$ cat src/hdl/glitch_regs_defs.svh
`ifndef GLITCH_REGS_DEFS_SVH
`define GLITCH_REGS_DEFS_SVH

// ****************************************************************
// Register byte offsets
// ****************************************************************
`define OFS_CTRL             8'h6c
`define OFS_STATUS           8'h70
`define OFS_STD_FAST_LIMIT   8'ha0
`define OFS_HIGH_SPEED_LIMIT 8'ha4
`define OFS_BUILD_PARAM      8'hf4

// ****************************************************************
// Reset values and limit bounds
// ****************************************************************
`define RST_STD_FAST_LIMIT   8'h06
`define RST_HIGH_SPEED_LIMIT 8'h02
`define MIN_LIMIT            8'h02
`define LIMIT_W              8

// ****************************************************************
// Control and status field positions
// ****************************************************************
`define CTRL_ON_BIT          0
`define CTRL_HS_BIT          1
`define STAT_SCL_BIT         0
`define STAT_SDA_BIT         1
`define STAT_ON_BIT          2

// ****************************************************************
// Build parameter word field positions
// ****************************************************************
`define BP_TX_DEPTH_LSB      16
`define BP_RX_DEPTH_LSB      8
`define BP_ENCODED_BIT       7
`define BP_DMA_BIT           6
`define BP_INTR_BIT          5
`define BP_FIXED_SCL_BIT     4
`define BP_SPEED_LSB         2
`define BP_WIDTH_LSB         0

// ****************************************************************
// Bus response codes
// ****************************************************************
`define RESP_OKAY            2'h0
`define RESP_SLVERR          2'h2

`endif

$ cat src/hdl/glitch_regs_pkg.sv
`default_nettype none

package glitch_regs_pkg;

   // Register selected by a bus address
   typedef enum logic [2:0] {
      SEL_CTRL,
      SEL_STATUS,
      SEL_STD_FAST,
      SEL_HIGH_SPEED,
      SEL_BUILD_PARAM,
      SEL_NONE
   } reg_sel_e;

   // Filter width shared by both files
   typedef logic [7:0] limit_t;

endpackage

`default_nettype wire

$ cat src/hdl/glitch_regs_top.sv
//
// Contract
// - Standard/fast mode drops pulses within limit
// - High-speed mode uses its own limit
// - Limits writable only while controller off
// - Written limits below two store two
// - Standard/fast limit resets to six
// - High-speed limit resets to two
// - Limit bits 31:8 reserved, read zero
// - Build parameter word constant and read-only
// - Bits 23:16 give transmit depth minus one
// - Bits 15:8 give receive depth minus one
// - Bit 7 set, else whole word zero
// - Bit 6 reports DMA handshake present
// - Bit 5 reports combined interrupt output
// - Bit 4 reports SCL counts not fixed
// - Bits 3:2 report top speed high
// - Bits 1:0 report 32-bit host bus
`timescale 1ns/10ps
`default_nettype none
`include "glitch_regs_defs.svh"

module glitch_regs_top #(
   parameter int TX_DEPTH         = 16,  // Transmit buffer entries
   parameter int RX_DEPTH         = 16,  // Receive buffer entries
   parameter bit ENCODED_PARAMS   = 1'b1,
   parameter bit HAS_DMA          = 1'b1,
   parameter bit INTR_COMBINED    = 1'b1,
   parameter bit FIXED_SCL_COUNTS = 1'b0,
   parameter int MAX_SPEED        = 3,   // 1 standard, 2 fast, 3 high
   parameter int BUS_WIDTH_CODE   = 2    // 0 8-bit, 1 16-bit, 2 32-bit
) (
   // Clock and reset
   input  wire logic        mclk_in,
   input  wire logic        arst_n_in,
   // AXI4-Lite write address
   input  wire logic [7:0]  awaddr_in,
   input  wire logic        awvalid_in,
   output logic             awready_out,
   // AXI4-Lite write data
   input  wire logic [31:0] wdata_in,
   input  wire logic [3:0]  wstrb_in,
   input  wire logic        wvalid_in,
   output logic             wready_out,
   // AXI4-Lite write response
   output logic [1:0]       bresp_out,
   output logic             bvalid_out,
   input  wire logic        bready_in,
   // AXI4-Lite read address
   input  wire logic [7:0]  araddr_in,
   input  wire logic        arvalid_in,
   output logic             arready_out,
   // AXI4-Lite read data
   output logic [31:0]      rdata_out,
   output logic [1:0]       rresp_out,
   output logic             rvalid_out,
   input  wire logic        rready_in,
   // Bus lines from the pads
   input  wire logic        scl_in,
   input  wire logic        sda_in,
   // Filtered bus lines
   output logic             scl_filt_out,
   output logic             sda_filt_out
);

   // ****************************************************************
   // Build parameter word
   // ****************************************************************
   localparam logic [7:0] TX_CODE = 8'(TX_DEPTH - 1);
   localparam logic [7:0] RX_CODE = 8'(RX_DEPTH - 1);
   localparam logic [1:0] SPEED_CODE = 2'(MAX_SPEED);
   localparam logic [1:0] WIDTH_CODE = 2'(BUS_WIDTH_CODE);

   localparam logic [31:0] PARAM_FIELDS =
      (32'(TX_CODE) << `BP_TX_DEPTH_LSB) |
      (32'(RX_CODE) << `BP_RX_DEPTH_LSB) |
      (32'(ENCODED_PARAMS) << `BP_ENCODED_BIT) |
      (32'(HAS_DMA) << `BP_DMA_BIT) |
      (32'(INTR_COMBINED) << `BP_INTR_BIT) |
      (32'(FIXED_SCL_COUNTS) << `BP_FIXED_SCL_BIT) |
      (32'(SPEED_CODE) << `BP_SPEED_LSB) |
      (32'(WIDTH_CODE) << `BP_WIDTH_LSB);

   localparam logic [31:0] PARAM_WORD = ENCODED_PARAMS ? PARAM_FIELDS : 32'h0000_0000;

   // ****************************************************************
   // Address decode
   // ****************************************************************
   // Shared by the read and write paths so both see one map
   function automatic glitch_regs_pkg::reg_sel_e decode(input logic [7:0] addr);
      glitch_regs_pkg::reg_sel_e sel;
      sel = glitch_regs_pkg::SEL_NONE;
      case (addr)
         `OFS_CTRL:             sel = glitch_regs_pkg::SEL_CTRL;
         `OFS_STATUS:           sel = glitch_regs_pkg::SEL_STATUS;
         `OFS_STD_FAST_LIMIT:   sel = glitch_regs_pkg::SEL_STD_FAST;
         `OFS_HIGH_SPEED_LIMIT: sel = glitch_regs_pkg::SEL_HIGH_SPEED;
         `OFS_BUILD_PARAM:      sel = glitch_regs_pkg::SEL_BUILD_PARAM;
         default:               sel = glitch_regs_pkg::SEL_NONE;
      endcase
      return sel;
   endfunction

   // Clamp of a written limit to the smallest legal value
   function automatic glitch_regs_pkg::limit_t clamp_limit(input logic [7:0] value);
      return (value < `MIN_LIMIT) ? `MIN_LIMIT : value;
   endfunction

   // ****************************************************************
   // Declarations
   // ****************************************************************
   // Write channel capture
   logic                    aw_held_q;      // Write address captured
   logic [7:0]              aw_addr_q;      // Captured write address
   logic                    w_held_q;       // Write data captured
   logic [31:0]             w_data_q;       // Captured write data
   logic [3:0]              w_strb_q;       // Captured byte enables
   logic                    awready_q;      // Address channel open
   logic                    wready_q;       // Data channel open
   logic                    bvalid_q;       // Response pending
   logic [1:0]              bresp_q;        // Response code
   // Read channel
   logic                    arready_q;      // Read address channel open
   logic                    rvalid_q;       // Read data pending
   logic [31:0]             rdata_q;        // Read data
   logic [1:0]              rresp_q;        // Read response code
   // Registers
   logic                    ctrl_on_q;      // Controller on switch
   logic                    ctrl_hs_q;      // High-speed mode select
   glitch_regs_pkg::limit_t std_fast_glitch_limit_q;
   glitch_regs_pkg::limit_t high_speed_glitch_limit_q;
   // Datapath
   logic                    do_write;       // Both halves of a write held
   glitch_regs_pkg::reg_sel_e wr_sel;       // Target of the held write
   glitch_regs_pkg::limit_t active_limit;   // Limit for current mode
   logic [1:0]              pad_line;       // Raw pads
   logic [1:0]              sync1_q;        // First synchroniser stage
   logic [1:0]              sync2_q;        // Second synchroniser stage
   logic [1:0]              filt_line;      // Filter outputs

   assign do_write = aw_held_q && w_held_q && !bvalid_q;
   assign wr_sel   = decode(aw_addr_q);
   assign pad_line = {sda_in, scl_in};

   // ****************************************************************
   // Write address channel
   // ****************************************************************
   // Address is held until the data arrives, so either order works
   always_ff @(posedge mclk_in or negedge arst_n_in) begin
      if (!arst_n_in) begin
         aw_held_q <= 1'b0;
         aw_addr_q <= 8'h00;
         awready_q <= 1'b1;
      end else if (awvalid_in && awready_q) begin
         // Take address, close channel until the response is taken
         aw_held_q <= 1'b1;
         aw_addr_q <= awaddr_in;
         awready_q <= 1'b0;
      end else if (do_write) begin
         // Address consumed by the write
         aw_held_q <= 1'b0;
      end else if (bvalid_q && bready_in) begin
         // Reopen once the response has gone
         awready_q <= 1'b1;
      end
   end

   // ****************************************************************
   // Write data channel
   // ****************************************************************
   always_ff @(posedge mclk_in or negedge arst_n_in) begin
      if (!arst_n_in) begin
         w_held_q <= 1'b0;
         w_data_q <= 32'h0000_0000;
         w_strb_q <= 4'h0;
         wready_q <= 1'b1;
      end else if (wvalid_in && wready_q) begin
         // Take data and byte enables
         w_held_q <= 1'b1;
         w_data_q <= wdata_in;
         w_strb_q <= wstrb_in;
         wready_q <= 1'b0;
      end else if (do_write) begin
         // Data consumed by the write
         w_held_q <= 1'b0;
      end else if (bvalid_q && bready_in) begin
         // Reopen once the response has gone
         wready_q <= 1'b1;
      end
   end

   // ****************************************************************
   // Write response channel
   // ****************************************************************
   always_ff @(posedge mclk_in or negedge arst_n_in) begin
      if (!arst_n_in) begin
         bvalid_q <= 1'b0;
         bresp_q  <= `RESP_OKAY;
      end else if (do_write) begin
         // Unmapped addresses get an error, mapped ones an okay
         bvalid_q <= 1'b1;
         bresp_q  <= (wr_sel == glitch_regs_pkg::SEL_NONE) ? `RESP_SLVERR : `RESP_OKAY;
      end else if (bvalid_q && bready_in) begin
         // Response taken
         bvalid_q <= 1'b0;
      end
   end

   // ****************************************************************
   // Control register
   // ****************************************************************
   // Writable at any time; its on bit locks the limit registers
   always_ff @(posedge mclk_in or negedge arst_n_in) begin
      if (!arst_n_in) begin
         ctrl_on_q <= 1'b0;
         ctrl_hs_q <= 1'b0;
      end else if (do_write && wr_sel == glitch_regs_pkg::SEL_CTRL && w_strb_q[0]) begin
         // Low byte carries both switches
         ctrl_on_q <= w_data_q[`CTRL_ON_BIT];
         ctrl_hs_q <= w_data_q[`CTRL_HS_BIT];
      end
   end

   // ****************************************************************
   // Standard/fast glitch limit
   // ****************************************************************
   always_ff @(posedge mclk_in or negedge arst_n_in) begin
      if (!arst_n_in) begin
         std_fast_glitch_limit_q <= `RST_STD_FAST_LIMIT;
      end else if (do_write && wr_sel == glitch_regs_pkg::SEL_STD_FAST && w_strb_q[0]) begin
         if (!ctrl_on_q) begin
            std_fast_glitch_limit_q <= clamp_limit(w_data_q[7:0]);
         end
      end
   end

   // ****************************************************************
   // High-speed glitch limit
   // ****************************************************************
   always_ff @(posedge mclk_in or negedge arst_n_in) begin
      if (!arst_n_in) begin
         high_speed_glitch_limit_q <= `RST_HIGH_SPEED_LIMIT;
      end else if (do_write && wr_sel == glitch_regs_pkg::SEL_HIGH_SPEED && w_strb_q[0]) begin
         if (!ctrl_on_q) begin
            high_speed_glitch_limit_q <= clamp_limit(w_data_q[7:0]);
         end
      end
   end

   // no write target
   // Parameter word writes hit no register, yet answer okay.

   // ****************************************************************
   // Read channel
   // ****************************************************************
   // Data is sampled at the address handshake and held until taken
   always_ff @(posedge mclk_in or negedge arst_n_in) begin
      if (!arst_n_in) begin
         arready_q <= 1'b1;
         rvalid_q  <= 1'b0;
         rdata_q   <= 32'h0000_0000;
         rresp_q   <= `RESP_OKAY;
      end else if (arvalid_in && arready_q) begin
         arready_q <= 1'b0;
         rvalid_q  <= 1'b1;
         rresp_q   <= `RESP_OKAY;
         case (decode(araddr_in))
            glitch_regs_pkg::SEL_CTRL: begin
               // Switch settings
               rdata_q <= 32'({ctrl_hs_q, ctrl_on_q});
            end
            glitch_regs_pkg::SEL_STATUS: begin
               // Live filtered levels and on state
               rdata_q <= 32'({ctrl_on_q, filt_line});
            end
            glitch_regs_pkg::SEL_STD_FAST: begin
               rdata_q <= 32'(std_fast_glitch_limit_q);
            end
            glitch_regs_pkg::SEL_HIGH_SPEED: begin
               rdata_q <= 32'(high_speed_glitch_limit_q);
            end
            glitch_regs_pkg::SEL_BUILD_PARAM: begin
               rdata_q <= PARAM_WORD;
            end
            default: begin
               // Unmapped: zero data and an error
               rdata_q <= 32'h0000_0000;
               rresp_q <= `RESP_SLVERR;
            end
         endcase
      end else if (rvalid_q && rready_in) begin
         // Read data taken, reopen address channel
         rvalid_q  <= 1'b0;
         arready_q <= 1'b1;
      end
   end

   // ****************************************************************
   // Mode selection
   // ****************************************************************
   // high-speed limit
   assign active_limit = ctrl_hs_q ? high_speed_glitch_limit_q : std_fast_glitch_limit_q;

   // ****************************************************************
   // Pad synchronisers and filters
   // ****************************************************************
   // The pads are asynchronous; two flops precede the filter. The sync
   // delay adds two cycles of latency but does not shorten a spike.
   always_ff @(posedge mclk_in or negedge arst_n_in) begin
      if (!arst_n_in) begin
         sync1_q <= 2'b11;
         sync2_q <= 2'b11;
      end else begin
         sync1_q <= pad_line;
         sync2_q <= sync1_q;
      end
   end

   // One filter per line, both driven by the same limit
   genvar g;
   generate
      for (g = 0; g < 2; g++) begin : g_line
         line_glitch_filter u_filter (
            .mclk_in   (mclk_in),
            .arst_n_in (arst_n_in),
            .line_in   (sync2_q[g]),
            .limit_in  (active_limit),
            .line_out  (filt_line[g])
         );
      end
   endgenerate

   // ****************************************************************
   // Outputs
   // ****************************************************************
   assign awready_out  = awready_q;
   assign wready_out   = wready_q;
   assign bvalid_out   = bvalid_q;
   assign bresp_out    = bresp_q;
   assign arready_out  = arready_q;
   assign rvalid_out   = rvalid_q;
   assign rdata_out    = rdata_q;
   assign rresp_out    = rresp_q;
   assign scl_filt_out = filt_line[0];
   assign sda_filt_out = filt_line[1];

endmodule

`default_nettype wire

$ cat src/hdl/line_glitch_filter.sv
`timescale 1ns/10ps
`default_nettype none

module line_glitch_filter (
   // Clock and reset
   input  wire logic                  mclk_in,
   input  wire logic                  arst_n_in,
   // Synchronised line and active limit
   input  wire logic                  line_in,
   input  wire glitch_regs_pkg::limit_t limit_in,
   // Filtered line
   output logic                       line_out
);

   // ****************************************************************
   // State
   // ****************************************************************
   glitch_regs_pkg::limit_t run_q;     // Cycles the input has differed
   logic                    level_q;   // Accepted line level

   // ****************************************************************
   // Glitch rejection
   // ****************************************************************
   // A change is accepted only on the sample after it has lasted
   // limit cycles, so a pulse of limit cycles or shorter never shows.
   // The counter is cleared once it reaches the limit, so it cannot wrap.
   always_ff @(posedge mclk_in or negedge arst_n_in) begin
      if (!arst_n_in) begin
         // Bus lines idle high
         run_q   <= 8'h00;
         level_q <= 1'b1;
      end else if (line_in == level_q) begin
         // Input agrees again: spike over
         run_q <= 8'h00;
      end else if (run_q >= limit_in) begin
         // Change outlasted the limit
         level_q <= line_in;
         run_q   <= 8'h00;
      end else begin
         // Still inside the window
         run_q <= run_q + 8'h01;
      end
   end

   assign line_out = level_q;

endmodule

`default_nettype wire
$ cat config.mk
export PLATFORM = sky130hd
export DESIGN_NAME = glitch_regs_top
export DESIGN_NICKNAME = d
export VERILOG_FILES = /design/src/hdl/glitch_regs_pkg.sv /design/src/hdl/glitch_regs_top.sv /design/src/hdl/line_glitch_filter.sv
export VERILOG_INCLUDE_DIRS = /design/src /design/src/hdl
export SDC_FILE = /design/constraint.sdc
export NUM_CORES = 1
export LEC_CHECK = 0
export ABC_AREA = 1
export BUFFER_PORTS_ARGS = -buffer_cell sky130_fd_sc_hd__buf_2
export CORE_MARGIN = 4
export CORE_UTILIZATION = 40
export CTS_BUF_LIST = sky130_fd_sc_hd__clkbuf_16
export DETAILED_ROUTE_END_ITERATION = 8
export MAX_ROUTING_LAYER = met4
export PLACE_DENSITY = 0.61
export SLEW_MARGIN = 20
export SYNTH_ARGS = -nofsm -noshare
export SYNTH_HDL_FRONTEND = slang
export SYNTH_SLANG_ARGS = --single-unit
$ cat constraint.sdc
create_clock -name mclk_in -period 2.1 [get_ports mclk_in]
set_input_delay 0.105 -clock mclk_in [delete_from_list [all_inputs] [get_ports mclk_in]]
set_output_delay 0.105 -clock mclk_in [all_outputs]
set_load 0.01 [all_outputs]
==> impl_metrics.csv <==
group,metric,value,unit
outcome,status,"complete, no violations",
worst_setup_path,worstPathRequired,2.36,ns
place,place_area,4499,sq um
worst_setup_path,crit_path_start_kind,"register",
floorplanning,initial_utilization,41.74,%
timing,relSlewSlack,38.40,%
floorplanning,die_area,12030,sq um
synthesis,synthXorXnorAreaFrac,0.8469,%
floorplanning,die_y,109.7,microns
place,dp_hpwl,6603,microns
global_routing,antenna_found_initial,0,
cells_and_area,fin_area,4951,sq um
power_and_ir_drop,ir_drop,615.4,uV
power_and_ir_drop,power,4.363,mW
power_and_ir_drop,seq_power_share,45.6,%
cts,cts_buffer_depth,2,
cells_and_area,drive_above_1_share,23.34,%
synthesis,synth_edf_count,0,
synthesis,seq_area_frac_synth,45.74,%
floorplanning,fp-row-count,36,
synthesis,ys.flop_type,"dfrtp_1",
timing,rsz0062_at_grt,"false",
route,routed-via-count,3363,
worst_setup_path,cp-end-kind,"register",
timing,worst_pin_slew,0.9239,ns
power_and_ir_drop,netSwitchingFraction,33.39,%
cts,path_clk_slew,0.07,ns
synthesis,synth-seq-cells,75,
synthesis,synthSimpleGateAreaFrac,28.43,%
worst_setup_path,critPathMaxStageDelay,0.40,ns
timing,skew,0.009815,ns
route,routed_wl,8798,microns
global_routing,grtUsageTotal,16.07,%
cells_and_area,syn2layout_area_growth,19.69,%
power_and_ir_drop,p_switching,1.457,mW
global_routing,grt_max_degree,75,
worst_setup_path,worst-path-max-fanout,7,
timing,finalSetupViolations,0,
cts,cts_buffers,9,
run,maxCapViolCount,0,
synthesis,ys_types,35,
place,place_congestion,0.8456,
synthesis,async_flop_share,100.0,%
timing,finalSetupTns,0,ns
power_and_ir_drop,clkPwrFrac,33.3,%
floorplanning,die_w,109.7,microns
cts,cts.sinks,75,
floorplanning,core-area,9910,sq um
cts,cts_tree,"built",
route,vias_per_cell,4.757,
floorplanning,pin_count,104,
synthesis,synthCells,491,
worst_setup_path,crit_path_cell_trace,"buf_2 > o21ai_1 > ha_1 > a21oi_1 > o21a_1 > buf_4 > nand4_1 > nor2_1",
route,detail-route-antenna-nets,0,
power_and_ir_drop,power_density,881.3,nW/um^2
place,port_buffers,58,
global_routing,grt.overflow.total,0,
worst_setup_path,cp.arrival,2.23,ns
synthesis,synthMuxAreaShare,2.904,%
power_and_ir_drop,comb_power_share,21.1,%
cts,cts_root_buf,"clkbuf_16",
timing,finalHoldViolCount,0,
power_and_ir_drop,p_leak,2.509,nW
cts,clock_latency,0.34,ns
synthesis,synth.avg_cell_area,8.425,sq um
worst_setup_path,slowest_stage,"dfrtp_2",
timing,timing.final.crit_share,93.71,%
synthesis,synth_top_family_by_area,"simple AND/OR/NAND/NOR gates",
cells_and_area,fin_util,49.96,%
synthesis,syn_area,4136,sq um
synthesis,yosysWarnings,0,
global_routing,grt_pass1_vias,3229,
worst_setup_path,critPathKind,"reg -> reg",
route,drtIter0Drc,166,
timing,layout_min_cycle_time,1.968,ns
timing,whs,0.01190,ns
synthesis,synth_compound_area_share,7.048,%
cells_and_area,finalNetCount,648,
power_and_ir_drop,p_int,2.906,mW
route,drtPass1Iterations,4,
route,drc_errors,0,
timing,clock.fmax,508.1,MHz
timing,slew_violations,0,
cells_and_area,antenna_cells,0,
cts,htreeDepth,3,
route,wl_per_cell,12.44,microns
synthesis,synthAdderAreaFrac,5.445,%
global_routing,grt_first_pass_wirelength,14800,microns
hold_path,min_path_type,"in -> reg",
## critical path: cells and delay by family (launching register included)
family                   cells  cell delay, ns
AO/OA/AOI/OAI                3            0.63
flip-flops                   1            0.40
adder cells (fa/ha/maj)      1            0.31
buffers and inverters        2            0.30
AND/OR/NAND/NOR              2            0.25
## cells in the mapped netlist, types with 3 or more instances
cell type  count  share of area [%]
nand2_2        4               0.60
inv_1         41                3.7
nand4_1       21                3.2
xor2_1         4               0.85
nand2_1      121                 11
mux2i_1        3               0.73
dfstp_2       12                7.6
clkbuf_1       4               0.36
inv_2          6               0.54
buf_4         25                4.5
dfrtp_1       63                 38
nand3_1       37                4.5
nor2_2         3               0.45
mux2_2         8                2.2
ha_1          18                5.4
o211ai_1       3               0.54
nor2_1        48                4.4
o21ai_0       26                3.1
a21oi_1       18                2.2
## metrics by stage
stage,instances,setup slack (ns)
after CTS,704,0.03067
after floorplan,508,0.1695
after detailed placement,675,-0.05215
after global placement,675,0.02109
after global routing,707,0.003702
final,707,0.1320
## flip-flops by register name, summed over array words and instances, names as in the netlist
register and flops:
bvalid_out 1, rdata_out 9, std_fast_glitch_limit_q 8, awready_out 1, w_strb_q 1, arready_out 1
w_held_q 1, ctrl_on_q 1, ctrl_hs_q 1, rresp_out 1, aw_held_q 1, wready_out 1
w_data_q 8, g_line.u_filter.line_out 2, high_speed_glitch_limit_q 8, bresp_out 1, sync1_q 2, g_line.u_filter.run_q 16
sync2_q 2, rvalid_out 1, aw_addr_q 8
## worst paths after layout
path	from	to	slack [ns]	depth (start not counted)
worst max-delay path	ctrl_hs_q	g_line[1].u_filter.run_q[0]	0.13	8
worst min-delay path	awaddr_in[6]	aw_addr_q[6]	0.01	3
worst max register to register	ctrl_hs_q	g_line[1].u_filter.run_q[0]	0.13	8
worst min register to register	sync1_q[1]	sync2_q[1]	0.36	0
max in group asynchronous	arst_n_in	sync2_q[1]	1.01	3
min in group asynchronous	arst_n_in	g_line[1].u_filter.run_q[4]	0.43	2
## layer usage
layer,up-vias,wire length (microns),GRT usage [%]
met5,-,0,-
met4,0,121,5.432
met3,10,509,3.464
met2,86,3943,25.37
met1,1540,4224,20.61
li1,1727,-,-
## cells in the final DEF, fill, tap and decap left out, drive strengths merged
master / netlist / routed
nor3: 5 / 5
nand2: 127 / 127
nor2: 54 / 54
o21a: 2 / 2
xor2: 4 / 4
clkbuf: 4 / 9
buf: 27 / 68
o211ai: 3 / 3
or2: 1 / 1
dfrtp: 63 / 63
mux2: 8 / 8
nand3: 41 / 41
clkinv: 1 / 3
inv: 47 / 50
o21ai: 29 / 29
ha: 18 / 18
nand4: 21 / 21
dlygate4sd3: 0 / 13
mux2i: 3 / 3
dfstp: 12 / 12
o21bai: 2 / 2
clkinvlp: 0 / 2
a21oi: 18 / 18
conb: 1 / 18
## kinds of logic (layout without fill, tap and decap cells)
kind of cell / count (synthesis) / in the layout
AND/OR/NAND/NOR: 249 / 249
buffers and inverters: 79 / 145
flip-flops: 75 / 75
AO/OA/AOI/OAI: 54 / 54
adder cells (fa/ha/maj): 18 / 18
multiplexers: 11 / 11
XOR/XNOR: 4 / 4
other: 1 / 18
## cell type report
class,count,area (sq um)
Fill cell,956,4959
Multi-Input combinational cell,354,1933
Sequential cell,75,1893
Timing Repair Buffer,81,495.5
Clock buffer,9,225.2
Inverter,48,180.2
Tap cell,133,166.4
Clock inverter,7,57.56
## power by group through the flow
stage	clock network, mW	logic (mW)	registers [mW]
2_1_floorplan	0	0.642	1.97
3_3_place_gp	0	0.866	2.01
3_5_place_dp	0	0.898	2.02
4_1_cts	1.49	0.917	1.99
5_1_grt	1.55	1.06	2.04
6_report	1.45	0.920	1.99
## timing repair
item                                   in CTS  in global routing
setup buffers                               0                  3
hold buffers                               13                  0
pin swaps                                   0                  2
setup endpoints to repair                  15                 17
cloned                                      0                  0
resized for setup                           1                  4
endpoints found under the hold margin      75                  0
Power figures use the tool's default switching activity.
